### config.mk
export PLATFORM = sky130hd
export DESIGN_NAME = mmvi_top
export DESIGN_NICKNAME = d
export VERILOG_FILES = /design/src/mmvi_top.v /design/src/mmvi_i2c.v
export VERILOG_INCLUDE_DIRS = /design/src
export SDC_FILE = /design/constraint.sdc
export NUM_CORES = 1
export LEC_CHECK = 0
export BUFFER_PORTS_ARGS = -buffer_cell sky130_fd_sc_hd__buf_2
export CORE_ASPECT_RATIO = 0.9
export CORE_MARGIN = 2
export CORE_UTILIZATION = 65
export CTS_CLUSTER_DIAMETER = 120
export DETAILED_ROUTE_END_ITERATION = 16
export PLACE_DENSITY_LB_ADDON = 0.2
export SLEW_MARGIN = 10
export SYNTH_ARGS = -nofsm -noshare
export SYNTH_HDL_FRONTEND = slang
export SYNTH_HIERARCHICAL = 1
export SYNTH_SLANG_ARGS = --single-unit
### constraint.sdc
create_clock -name clk -period 6.7 [get_ports clk]
set_clock_uncertainty 0.2 [all_clocks]
set_input_delay 1.34 -clock clk [delete_from_list [all_inputs] [get_ports clk]]
set_output_delay 1.34 -clock clk [all_outputs]
set_load 0.005 [all_outputs]
### src/mmvi_defs.vh
// shared constants for the monochrome microdisplay video input block
`ifndef MMVI_DEFS_VH
`define MMVI_DEFS_VH

// configuration register offsets
`define MMVI_REG_MODE    8'h00
`define MMVI_REG_HSHIFT  8'h01
`define MMVI_REG_VSHIFT  8'h02
`define MMVI_REG_TPLEVEL 8'h03
`define MMVI_REG_STATUS  8'h04
`define MMVI_REG_LINECNT 8'h05

// display_mode_reg bit positions
`define MMVI_MODE_ON   0
`define MMVI_MODE_INTL 1
`define MMVI_MODE_MONO 2
`define MMVI_MODE_TP   3
`define MMVI_MODE_CREV 4
`define MMVI_MODE_RREV 5

// reset values
`define MMVI_MODE_RST    8'h04
`define MMVI_SHIFT_RST   8'h14
`define MMVI_TPLEVEL_RST 8'hff
`define MMVI_BYTE_ZERO   8'h00

// array and active format
`define MMVI_ACT_COLS     10'h280
`define MMVI_ACT_ROWS     10'h1e0
`define MMVI_ARR_COLS     10'h2a8
`define MMVI_ARR_ROWS     10'h208
`define MMVI_ARR_COL_LAST 10'h2a7
`define MMVI_ARR_ROW_LAST 10'h207
`define MMVI_MAX_SHIFT    8'h28
`define MMVI_PIX_FULL     10'h3ff
`define MMVI_PIX_ZERO     10'h000
`define MMVI_CNT_ZERO     10'h000
`define MMVI_CNT_ONE      10'h001
`define MMVI_TP_BIT       5

// channel power enables, bit 1 is the green path
`define MMVI_PWR_ALL  3'h7
`define MMVI_PWR_MONO 3'h2

// serial slave: upper six address bits, value is arbitrary
`define MMVI_I2C_BASE 6'h1d
`define MMVI_I2C_BITS 4'h8
`define MMVI_BC_ZERO  4'h0
`define MMVI_BC_ONE   4'h1
`define MMVI_PTR_ONE  8'h01

// serial slave states
`define MMVI_ST_IDLE 3'h0
`define MMVI_ST_ADDR 3'h1
`define MMVI_ST_AACK 3'h2
`define MMVI_ST_WR   3'h3
`define MMVI_ST_WACK 3'h4
`define MMVI_ST_RD   3'h5
`define MMVI_ST_RACK 3'h6

`endif

### src/mmvi_top.v
// video input front end: pixel timing, column demux, config registers
`timescale 1ns/10ps
`default_nettype none
`include "mmvi_defs.vh"

// What this block does
// - address full 680x520 array, both scan directions
// - odd columns top sequencer, even bottom
// - three 10-bit sub-pixel data buses
// - mono mode uses one 10-bit path
// - mono copies value to three columns
// - source clocks and syncs drive timing
// - register selects progressive or interlaced scan
// - serial slave only, address LSB pin
// - serial master reads and writes registers
// - reset low blanks display, loads register defaults
// - pixels loaded only while data valid
// - burn-in while select high, default off
// - accept 640x480 active video format
// - register-selected test pattern replaces video
// - enable low stops row/column sequencers
// - reset active low, async, default released
module mmvi_top (
	input  wire       clk,
	input  wire       reset,
	input  wire       hw_reset_n,
	input  wire       pix_clk,
	input  wire       hsync,
	input  wire       vsync,
	input  wire       pixel_data_valid,
	input  wire [9:0] unused_red_bus,
	input  wire [9:0] mono_pixel_bus,
	input  wire [9:0] unused_blue_bus,
	input  wire       enable,
	input  wire       burn_in_select,
	input  wire       serial_addr_lsb_pin,
	input  wire       scl,
	input  wire       sda_in,
	output wire       sda_out,
	output wire       sda_oe,
	output wire [9:0] sub_r_data,
	output wire [9:0] sub_g_data,
	output wire [9:0] sub_b_data,
	output wire [9:0] col_addr,
	output wire [9:0] row_addr,
	output wire       col_we_top,
	output wire       col_we_bot,
	output wire [2:0] chan_pwr_en,
	output wire       display_on,
	output wire       field_odd,
	output wire       line_start,
	output wire       frame_start,
	output wire       burn_in_active
);
	// pin synchronisers: [0] first stage, [1] second, pix clock [2] for edges
	reg  [2:0]  pc_s_q;
	reg  [1:0]  hs_s_q;
	reg  [1:0]  vs_s_q;
	reg  [1:0]  de_s_q;
	reg  [1:0]  en_s_q;
	reg  [1:0]  bi_s_q;
	reg  [1:0]  sa_s_q;
	reg  [29:0] bus_s0_q;
	reg  [29:0] bus_s1_q;
	// configuration
	reg  [7:0]  mode_q;
	reg  [7:0]  hsh_q;
	reg  [7:0]  vsh_q;
	reg  [7:0]  tpl_q;
	reg  [7:0]  rd_d;
	// timing state
	reg         hs_prev_q;
	reg         vs_prev_q;
	reg  [9:0]  pix_q;
	reg  [9:0]  line_q;
	reg         had_de_q;
	reg         field_q;
	// outputs
	reg  [9:0]  r_q;
	reg  [9:0]  g_q;
	reg  [9:0]  b_q;
	reg  [9:0]  ca_q;
	reg  [9:0]  ra_q;
	reg         we_top_q;
	reg         we_bot_q;
	reg         ls_q;
	reg         fs_q;

	wire        wr_stb;
	wire [7:0]  wr_addr;
	wire [7:0]  wr_data;
	wire [7:0]  rd_addr;
	wire        pc_rise;
	wire        hs_start;
	wire        vs_start;
	wire        run;
	wire        mono;
	wire        intl;
	wire [7:0]  hsh_c;
	wire [7:0]  vsh_c;
	wire [9:0]  row_act;
	wire [9:0]  col_raw;
	wire [9:0]  row_raw;
	wire [9:0]  col_fin;
	wire [9:0]  row_fin;
	wire        in_fmt;
	wire        tp_on;
	wire [9:0]  tp_val;
	wire [9:0]  r_in;
	wire [9:0]  g_in;
	wire [9:0]  b_in;
	wire [9:0]  r_pix;
	wire [9:0]  g_pix;
	wire [9:0]  b_pix;

	mmvi_i2c u_i2c (
		.clk        (clk),
		.reset      (reset),
		.hw_reset_n (hw_reset_n),
		.scl_in     (scl),
		.sda_in     (sda_in),
		.sda_out    (sda_out),
		.sda_oe     (sda_oe),
		.addr_lsb   (sa_s_q[1]),
		.wr_stb     (wr_stb),
		.wr_addr    (wr_addr),
		.wr_data    (wr_data),
		.rd_addr    (rd_addr),
		.rd_data    (rd_d)
	);

	assign mono    = mode_q[`MMVI_MODE_MONO];
	assign intl    = mode_q[`MMVI_MODE_INTL];
	assign tp_on   = mode_q[`MMVI_MODE_TP];
	// one sample per pixel clock rising edge
	assign pc_rise = pc_s_q[1] & ~pc_s_q[2];
	assign hs_start = hs_s_q[1] & ~hs_prev_q;
	assign vs_start = vs_s_q[1] & ~vs_prev_q;
	// enable low freezes counters and strobes
	assign run     = pc_rise & en_s_q[1];

	// shifts above the 40 spare lines would run off the array
	assign hsh_c   = (hsh_q > `MMVI_MAX_SHIFT) ? `MMVI_MAX_SHIFT : hsh_q;
	assign vsh_c   = (vsh_q > `MMVI_MAX_SHIFT) ? `MMVI_MAX_SHIFT : vsh_q;
	// interlaced rows interleave the two fields
	assign row_act = intl ? {line_q[8:0], field_q} : line_q;
	assign col_raw = pix_q + {2'b00, hsh_c};
	assign row_raw = row_act + {2'b00, vsh_c};
	// either scan direction over the full array
	assign col_fin = mode_q[`MMVI_MODE_CREV] ? (`MMVI_ARR_COL_LAST - col_raw) : col_raw;
	assign row_fin = mode_q[`MMVI_MODE_RREV] ? (`MMVI_ARR_ROW_LAST - row_raw) : row_raw;
	assign in_fmt  = (pix_q < `MMVI_ACT_COLS) && (row_act < `MMVI_ACT_ROWS);

	// checkerboard of the programmed level and black
	assign tp_val  = (pix_q[`MMVI_TP_BIT] ^ row_act[`MMVI_TP_BIT]) ?
	                 {tpl_q, 2'b00} : `MMVI_PIX_ZERO;
	assign r_in    = bus_s1_q[29:20];
	assign g_in    = bus_s1_q[19:10];
	assign b_in    = bus_s1_q[9:0];
	// mono takes green only and fans it out to all three columns
	assign g_pix   = tp_on ? tp_val : g_in;
	assign r_pix   = tp_on ? tp_val : (mono ? g_in : r_in);
	assign b_pix   = tp_on ? tp_val : (mono ? g_in : b_in);

	assign sub_r_data     = r_q;
	assign sub_g_data     = g_q;
	assign sub_b_data     = b_q;
	assign col_addr       = ca_q;
	assign row_addr       = ra_q;
	assign col_we_top     = we_top_q;
	assign col_we_bot     = we_bot_q;
	assign line_start     = ls_q;
	assign frame_start    = fs_q;
	assign field_odd      = field_q;
	assign display_on     = mode_q[`MMVI_MODE_ON];
	assign burn_in_active = bi_s_q[1];
	assign chan_pwr_en    = mono ? `MMVI_PWR_MONO : `MMVI_PWR_ALL;

	// register read mux; unmapped offsets read zero
	always @* begin
		rd_d = `MMVI_BYTE_ZERO;
		case (rd_addr)
		`MMVI_REG_MODE:    rd_d = mode_q;
		`MMVI_REG_HSHIFT:  rd_d = hsh_q;
		`MMVI_REG_VSHIFT:  rd_d = vsh_q;
		`MMVI_REG_TPLEVEL: rd_d = tpl_q;
		`MMVI_REG_STATUS:  rd_d = {5'h00, field_q, en_s_q[1], bi_s_q[1]};
		`MMVI_REG_LINECNT: rd_d = line_q[7:0];
		default:           rd_d = `MMVI_BYTE_ZERO;
		endcase
	end

	// async clear takes constants only; display starts off
	always @(posedge clk or negedge hw_reset_n) begin
		if (!hw_reset_n) begin
			mode_q <= `MMVI_MODE_RST;
			hsh_q  <= `MMVI_SHIFT_RST;
			vsh_q  <= `MMVI_SHIFT_RST;
			tpl_q  <= `MMVI_TPLEVEL_RST;
		end else if (reset) begin
			mode_q <= `MMVI_MODE_RST;
			hsh_q  <= `MMVI_SHIFT_RST;
			vsh_q  <= `MMVI_SHIFT_RST;
			tpl_q  <= `MMVI_TPLEVEL_RST;
		end else if (wr_stb) begin
			case (wr_addr)
			`MMVI_REG_MODE:    mode_q <= wr_data;
			`MMVI_REG_HSHIFT:  hsh_q  <= wr_data;
			`MMVI_REG_VSHIFT:  vsh_q  <= wr_data;
			`MMVI_REG_TPLEVEL: tpl_q  <= wr_data;
			default:           mode_q <= mode_q;
			endcase
		end
	end

	// two-flop synchronisers for every pin; address pin assumed driven
	always @(posedge clk or negedge hw_reset_n) begin
		if (!hw_reset_n) begin
			pc_s_q   <= 3'h7; // idle high: a clock standing high at release is no rise
			hs_s_q   <= 2'h0;
			vs_s_q   <= 2'h0;
			de_s_q   <= 2'h0;
			en_s_q   <= 2'h0;
			bi_s_q   <= 2'h0;
			sa_s_q   <= 2'h0;
			bus_s0_q <= 30'h0000_0000;
			bus_s1_q <= 30'h0000_0000;
		end else if (reset) begin
			pc_s_q   <= 3'h7;
			hs_s_q   <= 2'h0;
			vs_s_q   <= 2'h0;
			de_s_q   <= 2'h0;
			en_s_q   <= 2'h0;
			bi_s_q   <= 2'h0;
			sa_s_q   <= 2'h0;
			bus_s0_q <= 30'h0000_0000;
			bus_s1_q <= 30'h0000_0000;
		end else begin
			pc_s_q   <= {pc_s_q[1:0], pix_clk};
			hs_s_q   <= {hs_s_q[0], hsync};
			vs_s_q   <= {vs_s_q[0], vsync};
			de_s_q   <= {de_s_q[0], pixel_data_valid};
			en_s_q   <= {en_s_q[0], enable};
			bi_s_q   <= {bi_s_q[0], burn_in_select};
			sa_s_q   <= {sa_s_q[0], serial_addr_lsb_pin};
			bus_s0_q <= {unused_red_bus, mono_pixel_bus, unused_blue_bus};
			bus_s1_q <= bus_s0_q;
		end
	end

	// pixel and line counters, strobes to the column sequencers
	always @(posedge clk or negedge hw_reset_n) begin
		if (!hw_reset_n) begin
			hs_prev_q <= 1'b0;
			vs_prev_q <= 1'b0;
			pix_q     <= `MMVI_CNT_ZERO;
			line_q    <= `MMVI_CNT_ZERO;
			had_de_q  <= 1'b0;
			field_q   <= 1'b0;
			r_q       <= `MMVI_PIX_ZERO;
			g_q       <= `MMVI_PIX_ZERO;
			b_q       <= `MMVI_PIX_ZERO;
			ca_q      <= `MMVI_CNT_ZERO;
			ra_q      <= `MMVI_CNT_ZERO;
			we_top_q  <= 1'b0;
			we_bot_q  <= 1'b0;
			ls_q      <= 1'b0;
			fs_q      <= 1'b0;
		end else if (reset) begin
			hs_prev_q <= 1'b0;
			vs_prev_q <= 1'b0;
			pix_q     <= `MMVI_CNT_ZERO;
			line_q    <= `MMVI_CNT_ZERO;
			had_de_q  <= 1'b0;
			field_q   <= 1'b0;
			r_q       <= `MMVI_PIX_ZERO;
			g_q       <= `MMVI_PIX_ZERO;
			b_q       <= `MMVI_PIX_ZERO;
			ca_q      <= `MMVI_CNT_ZERO;
			ra_q      <= `MMVI_CNT_ZERO;
			we_top_q  <= 1'b0;
			we_bot_q  <= 1'b0;
			ls_q      <= 1'b0;
			fs_q      <= 1'b0;
		end else begin
			we_top_q <= 1'b0;
			we_bot_q <= 1'b0;
			ls_q     <= 1'b0;
			fs_q     <= 1'b0;
			if (run) begin
				hs_prev_q <= hs_s_q[1];
				vs_prev_q <= vs_s_q[1];
				if (vs_start) begin
					// frame restart; field alternates only when interlaced
					pix_q    <= `MMVI_CNT_ZERO;
					line_q   <= `MMVI_CNT_ZERO;
					had_de_q <= 1'b0;
					field_q  <= intl & ~field_q;
					fs_q     <= 1'b1;
				end else if (hs_start) begin
					pix_q    <= `MMVI_CNT_ZERO;
					had_de_q <= 1'b0;
					ls_q     <= 1'b1;
					if (had_de_q) begin
						line_q <= line_q + `MMVI_CNT_ONE;
					end
				end else if (de_s_q[1]) begin
					// only data-valid pixels load a column
					pix_q    <= pix_q + `MMVI_CNT_ONE;
					had_de_q <= 1'b1;
					if (in_fmt) begin
						ca_q     <= col_fin;
						ra_q     <= row_fin;
						// column number is index+1: even index is an odd column
						we_top_q <= ~col_fin[0];
						we_bot_q <= col_fin[0];
						if (bi_s_q[1]) begin
							// burn-in drives every sub-pixel full scale
							r_q <= `MMVI_PIX_FULL;
							g_q <= `MMVI_PIX_FULL;
							b_q <= `MMVI_PIX_FULL;
						end else if (!mode_q[`MMVI_MODE_ON]) begin
							// blanked while the display is off
							r_q <= `MMVI_PIX_ZERO;
							g_q <= `MMVI_PIX_ZERO;
							b_q <= `MMVI_PIX_ZERO;
						end else begin
							r_q <= r_pix;
							g_q <= g_pix;
							b_q <= b_pix;
						end
					end
				end
			end
		end
	end
endmodule

`default_nettype wire

### src/mmvi_i2c.v
// two-wire slave giving read and write access to the configuration registers
`timescale 1ns/10ps
`default_nettype none
`include "mmvi_defs.vh"

module mmvi_i2c (
	input  wire       clk,
	input  wire       reset,
	input  wire       hw_reset_n,
	input  wire       scl_in,
	input  wire       sda_in,
	output wire       sda_out,
	output wire       sda_oe,
	input  wire       addr_lsb,
	output wire       wr_stb,
	output wire [7:0] wr_addr,
	output wire [7:0] wr_data,
	output wire [7:0] rd_addr,
	input  wire [7:0] rd_data
);
	reg  [2:0] scl_s_q;
	reg  [2:0] sda_s_q;
	reg  [2:0] st_q;
	reg  [7:0] sh_q;
	reg  [3:0] bc_q;
	reg        rw_q;
	reg        first_q;
	reg        oe_q;
	reg        wr_q;
	reg  [7:0] wa_q;
	reg  [7:0] wd_q;
	reg  [7:0] ptr_q;
	wire       scl_r;
	wire       scl_f;
	wire       start;
	wire       stop;
	wire       sda_b;

	// stage 0 is read only by stage 1; 400 kHz max leaves ~50 samples a bit
	assign scl_r = scl_s_q[1] & ~scl_s_q[2];
	assign scl_f = ~scl_s_q[1] & scl_s_q[2];
	assign sda_b = sda_s_q[1];
	assign start = scl_s_q[1] & scl_s_q[2] & ~sda_s_q[1] & sda_s_q[2];
	assign stop  = scl_s_q[1] & scl_s_q[2] & sda_s_q[1] & ~sda_s_q[2];

	// open drain: only ever pulls low
	assign sda_out = 1'b0;
	assign sda_oe  = oe_q;
	assign wr_stb  = wr_q;
	assign wr_addr = wa_q;
	assign wr_data = wd_q;
	assign rd_addr = ptr_q;

	always @(posedge clk or negedge hw_reset_n) begin
		if (!hw_reset_n) begin
			scl_s_q <= 3'h7;
			sda_s_q <= 3'h7;
			st_q    <= `MMVI_ST_IDLE;
			sh_q    <= `MMVI_BYTE_ZERO;
			bc_q    <= `MMVI_BC_ZERO;
			rw_q    <= 1'b0;
			first_q <= 1'b0;
			oe_q    <= 1'b0;
			wr_q    <= 1'b0;
			wa_q    <= `MMVI_BYTE_ZERO;
			wd_q    <= `MMVI_BYTE_ZERO;
			ptr_q   <= `MMVI_BYTE_ZERO;
		end else if (reset) begin
			scl_s_q <= 3'h7;
			sda_s_q <= 3'h7;
			st_q    <= `MMVI_ST_IDLE;
			sh_q    <= `MMVI_BYTE_ZERO;
			bc_q    <= `MMVI_BC_ZERO;
			rw_q    <= 1'b0;
			first_q <= 1'b0;
			oe_q    <= 1'b0;
			wr_q    <= 1'b0;
			wa_q    <= `MMVI_BYTE_ZERO;
			wd_q    <= `MMVI_BYTE_ZERO;
			ptr_q   <= `MMVI_BYTE_ZERO;
		end else begin
			scl_s_q <= {scl_s_q[1:0], scl_in};
			sda_s_q <= {sda_s_q[1:0], sda_in};
			wr_q    <= 1'b0;
			if (start) begin
				st_q <= `MMVI_ST_ADDR;
				bc_q <= `MMVI_BC_ZERO;
				oe_q <= 1'b0;
			end else if (stop) begin
				st_q <= `MMVI_ST_IDLE;
				oe_q <= 1'b0;
			end else begin
				case (st_q)
				`MMVI_ST_ADDR: begin
					if (scl_r) begin
						sh_q <= {sh_q[6:0], sda_b};
						bc_q <= bc_q + `MMVI_BC_ONE;
					end else if (scl_f && bc_q == `MMVI_I2C_BITS) begin
						// slave only; low address bit taken from the pin
						if (sh_q[7:1] == {`MMVI_I2C_BASE, addr_lsb}) begin
							oe_q    <= 1'b1;
							rw_q    <= sh_q[0];
							first_q <= 1'b1;
							st_q    <= `MMVI_ST_AACK;
						end else begin
							st_q <= `MMVI_ST_IDLE;
						end
					end
				end
				`MMVI_ST_AACK: begin
					if (scl_f) begin
						bc_q <= `MMVI_BC_ZERO;
						if (rw_q) begin
							sh_q  <= rd_data;
							ptr_q <= ptr_q + `MMVI_PTR_ONE;
							oe_q  <= ~rd_data[7];
							st_q  <= `MMVI_ST_RD;
						end else begin
							oe_q <= 1'b0;
							st_q <= `MMVI_ST_WR;
						end
					end
				end
				`MMVI_ST_WR: begin
					if (scl_r) begin
						sh_q <= {sh_q[6:0], sda_b};
						bc_q <= bc_q + `MMVI_BC_ONE;
					end else if (scl_f && bc_q == `MMVI_I2C_BITS) begin
						oe_q    <= 1'b1;
						first_q <= 1'b0;
						st_q    <= `MMVI_ST_WACK;
						if (first_q) begin
							ptr_q <= sh_q;
						end else begin
							wr_q  <= 1'b1;
							wa_q  <= ptr_q;
							wd_q  <= sh_q;
							ptr_q <= ptr_q + `MMVI_PTR_ONE;
						end
					end
				end
				`MMVI_ST_WACK: begin
					if (scl_f) begin
						oe_q <= 1'b0;
						bc_q <= `MMVI_BC_ZERO;
						st_q <= `MMVI_ST_WR;
					end
				end
				`MMVI_ST_RD: begin
					if (scl_r) begin
						bc_q <= bc_q + `MMVI_BC_ONE;
					end else if (scl_f) begin
						if (bc_q == `MMVI_I2C_BITS) begin
							oe_q <= 1'b0;
							st_q <= `MMVI_ST_RACK;
						end else begin
							sh_q <= {sh_q[6:0], 1'b0};
							oe_q <= ~sh_q[6];
						end
					end
				end
				`MMVI_ST_RACK: begin
					if (scl_r && sda_b) begin
						st_q <= `MMVI_ST_IDLE;
					end else if (scl_f) begin
						sh_q  <= rd_data;
						ptr_q <= ptr_q + `MMVI_PTR_ONE;
						oe_q  <= ~rd_data[7];
						bc_q  <= `MMVI_BC_ZERO;
						st_q  <= `MMVI_ST_RD;
					end
				end
				default: begin
					oe_q <= 1'b0;
				end
				endcase
			end
		end
	end
endmodule

`default_nettype wire

==> metrics <==
DIE AREA 19,480 sq um; via count 9,349; Pleak 0.005862 uW; FF-to-FF setup slack 2.87 ns; Final setup viols 0; peak supply drop 203.6 uV; most common cell in the netlist dfrtp_1; measured slew at the worst slew-check pin 1.068 ns; post-route insts no fill 1,562; Slew HR 28.82%; type of the worst setup path flip-flop to flip-flop; Placer Congestion 0.9205; fmax 0.2614 GHz; worst path required time 6.93 ns; die height 132.6 microns; hold_sp bus_s0_q[14]$_DFF_PN0_; Primary FF master, synth dfrtp_1; initial drt markers 821; number of flops mapped to enable cells by yosys 0; Total Wirelength 27,410 microns; Reg2Reg Launch Point hsh_q[1]$_DFFE_PN0P_; pin count of the biggest net entering global routing 142; Pre-Repair DR Iteration Count 5; Post-DP HPWL 18,650 microns; GRT Total Usage 28.64%; Critical Path Source Type flip-flop; Area Growth Syn to Fin 11.17%; post-route ant nets 0; CTS tree built; Post-Synthesis Mean Instance Area 9.640 sq um; number of global-route vias before repair 8,747; max-cap violations 0; Resized cells post-CTS 0; asr flop ratio synth 100.0%; # clock sinks 234; Layout Nets 1,369; ANT cells 0; Final Hold Vio Count 0; first-pass GRT wire length 45,290 microns; Max clock buf depth 3; hold_buf cts 0; fraction of layout cells with a size suffix above 1 16.63%; sequential fraction of the synthesis area 49.26%; Final period util 57.10%; reg2reg end col_addr[7]$_DFFE_PN0P_; RSZ-0062 raised after global routing false; Yosys cell types 86; CP arrival 4.05 ns; Num CTS Buffers 24; io pins 104; Die Wd 146.9 microns; status complete, no violations; port bufs 101; post-synth design cell area 11,940 sq um; Final min period 3.826 ns; H-tree levels 1; Core ar. 18,170 sq um; residual DRC count 0; HP Class flip-flop to flip-flop; Worst Setup End Kind flip-flop; top area cells in the synthesized netlist dfrtp_1, dfstp_2, nor2_1; critical path fanouts, max 5; Clk Latency, worst-skew pair 0.53 ns; Clock transition at path regs 0.06 ns; leading area contributor after synthesis dfrtp_1; PD cells 220.2 nW/um^2; max-slew violation count 0; Synth top area share 44.42%; met2 Use GR 45.04%; Yosys reg bits 234; GR met1 Demand/Resource 41.73%; WL/cell 17.55 microns; most used routing layer met2; GR Util met3 5.207%; vias per inst 5.985; Yosys Warn Count 6; Setup TNS 0 ns; Post-Syn Instances 1,239; setup bufs post-CTS 0; initial antenna violation count 0; hold path depth 1; Placed Cells 1,521; Synth top cells by count dfrtp_1, nor2_1, nand2_1; Initial Util 65.73%; worst hold endpoint bus_s1_q[14]$_DFF_PN0_; clk root buf clkbuf_16; Placement Rows 47; R2R depth 15; total grt overflow 0
-- final cells by class --
class / instances / area (sq um)
sequential: 234 / 5883
fill: 1311 / 4893
clock buffer: 34 / 698.2
clock inverter: 7 / 102.6
multi-input combinational: 884 / 5525
timing repair buffer: 108 / 574.3
inverter: 50 / 187.7
tap: 245 / 306.5
-- cells by family after synthesis --
| kind of cell | after synthesis | synth area share [%] |
|---|---|---|
| other | 3 | 0.09427 |
| muxes | 35 | 3.551 |
| xor gates and xnor gates | 33 | 2.420 |
| AOI/OAI and AO/OA | 279 | 15.99 |
| DFF | 234 | 49.26 |
| and+or+nand+nor | 506 | 21.37 |
| adders and majority gates | 25 | 2.745 |
| buffers and inverters | 124 | 4.578 |
-- power by group --
part / internal [uW] / leakage [uW] / switching [uW] / total (uW)
clock network: 802 / 0.000397 / 539 / 1340
logic: 43.0 / 0.00233 / 84.0 / 127
registers: 1440 / 0.00313 / 15.3 / 1460
total: 2280 / 0.00586 / 639 / 2920
-- metrics by stage --
stage          utilization [%]  worst slack [ns]  total power, uW  cell area [sq um]  hold slack [ns]
2_1_floorplan                -             3.216             1547              11960           0.2385
3_5_place_dp             68.66             2.588             1608              12480           0.2480
5_1_grt                  73.07             2.598             3021              13280           0.2745
3_3_place_gp             68.66             2.716             1605              12480           0.2417
6_report                 73.07             2.874             2924              13280           0.2590
4_1_cts                  73.07             2.899             2946              13280           0.2625
-- flip-flops by register name, indices dropped and copies added, names as in the netlist, 3 cells and up --
signal,flops
pc_s_q,3
bus_s0_q,30
u_i2c/sda_s_q,3
vsh_q,8
hsh_q,8
pix_q,10
col_addr,10
line_q,10
sub_g_data,10
u_i2c/rd_addr,8
sub_b_data,10
sub_r_data,10
mode_q,8
u_i2c/st_q,3
u_i2c/scl_s_q,3
tpl_q,8
u_i2c/wr_data,8
u_i2c/bc_q,4
row_addr,10
bus_s1_q,30
u_i2c/sh_q,8
u_i2c/wr_addr,8
-- how the worst max path moves through the flow --
stage	start	to
after CTS	hsh_q[1]$_DFFE_PN0P_	col_addr[7]$_DFFE_PN0P_
after global placement	reset	line_q[9]$_DFFE_PN0P_
after floorplan	hsh_q[1]$_DFFE_PN0P_	col_addr[7]$_DFFE_PN0P_
after detailed placement	reset	line_q[9]$_DFFE_PN0P_
after global routing	hsh_q[1]$_DFFE_PN0P_	col_addr[7]$_DFFE_PN0P_
final	hsh_q[1]$_DFFE_PN0P_	col_addr[7]$_DFFE_PN0P_
-- per-layer routing --
layer	share of wire, %	wire, microns
met1	44	11990
met2	47	12790
met3	7.2	1975
met4	2.4	654
met5	0	0
-- worst max-delay path, cell delays in order (launching register included) --
cell and delay (ns):
dfrtp_1 0.41, o31a_1 0.28, o21ai_0 0.33, nand2_1 0.09, or2_2 0.31, ha_1 0.35, a21oi_1 0.24, a21bo_2 0.25
xor2_1 0.16, inv_1 0.07, ha_1 0.16, inv_1 0.04, a22o_1 0.23, or2_1 0.24, xor2_1 0.15, a211oi_2 0.23
-- layout by cell type, fill, tap and decap left out, types with 33 or more instances in the layout --
cell	count
inv_1	49
nor2_1	140
nand2_1	111
a21oi_1	58
nor2b_1	81
o21ai_0	57
a211oi_1	33
dfrtp_1	212
nand3_1	40
buf_2	99
No activity file was read; power rests on OpenSTA's default activity.
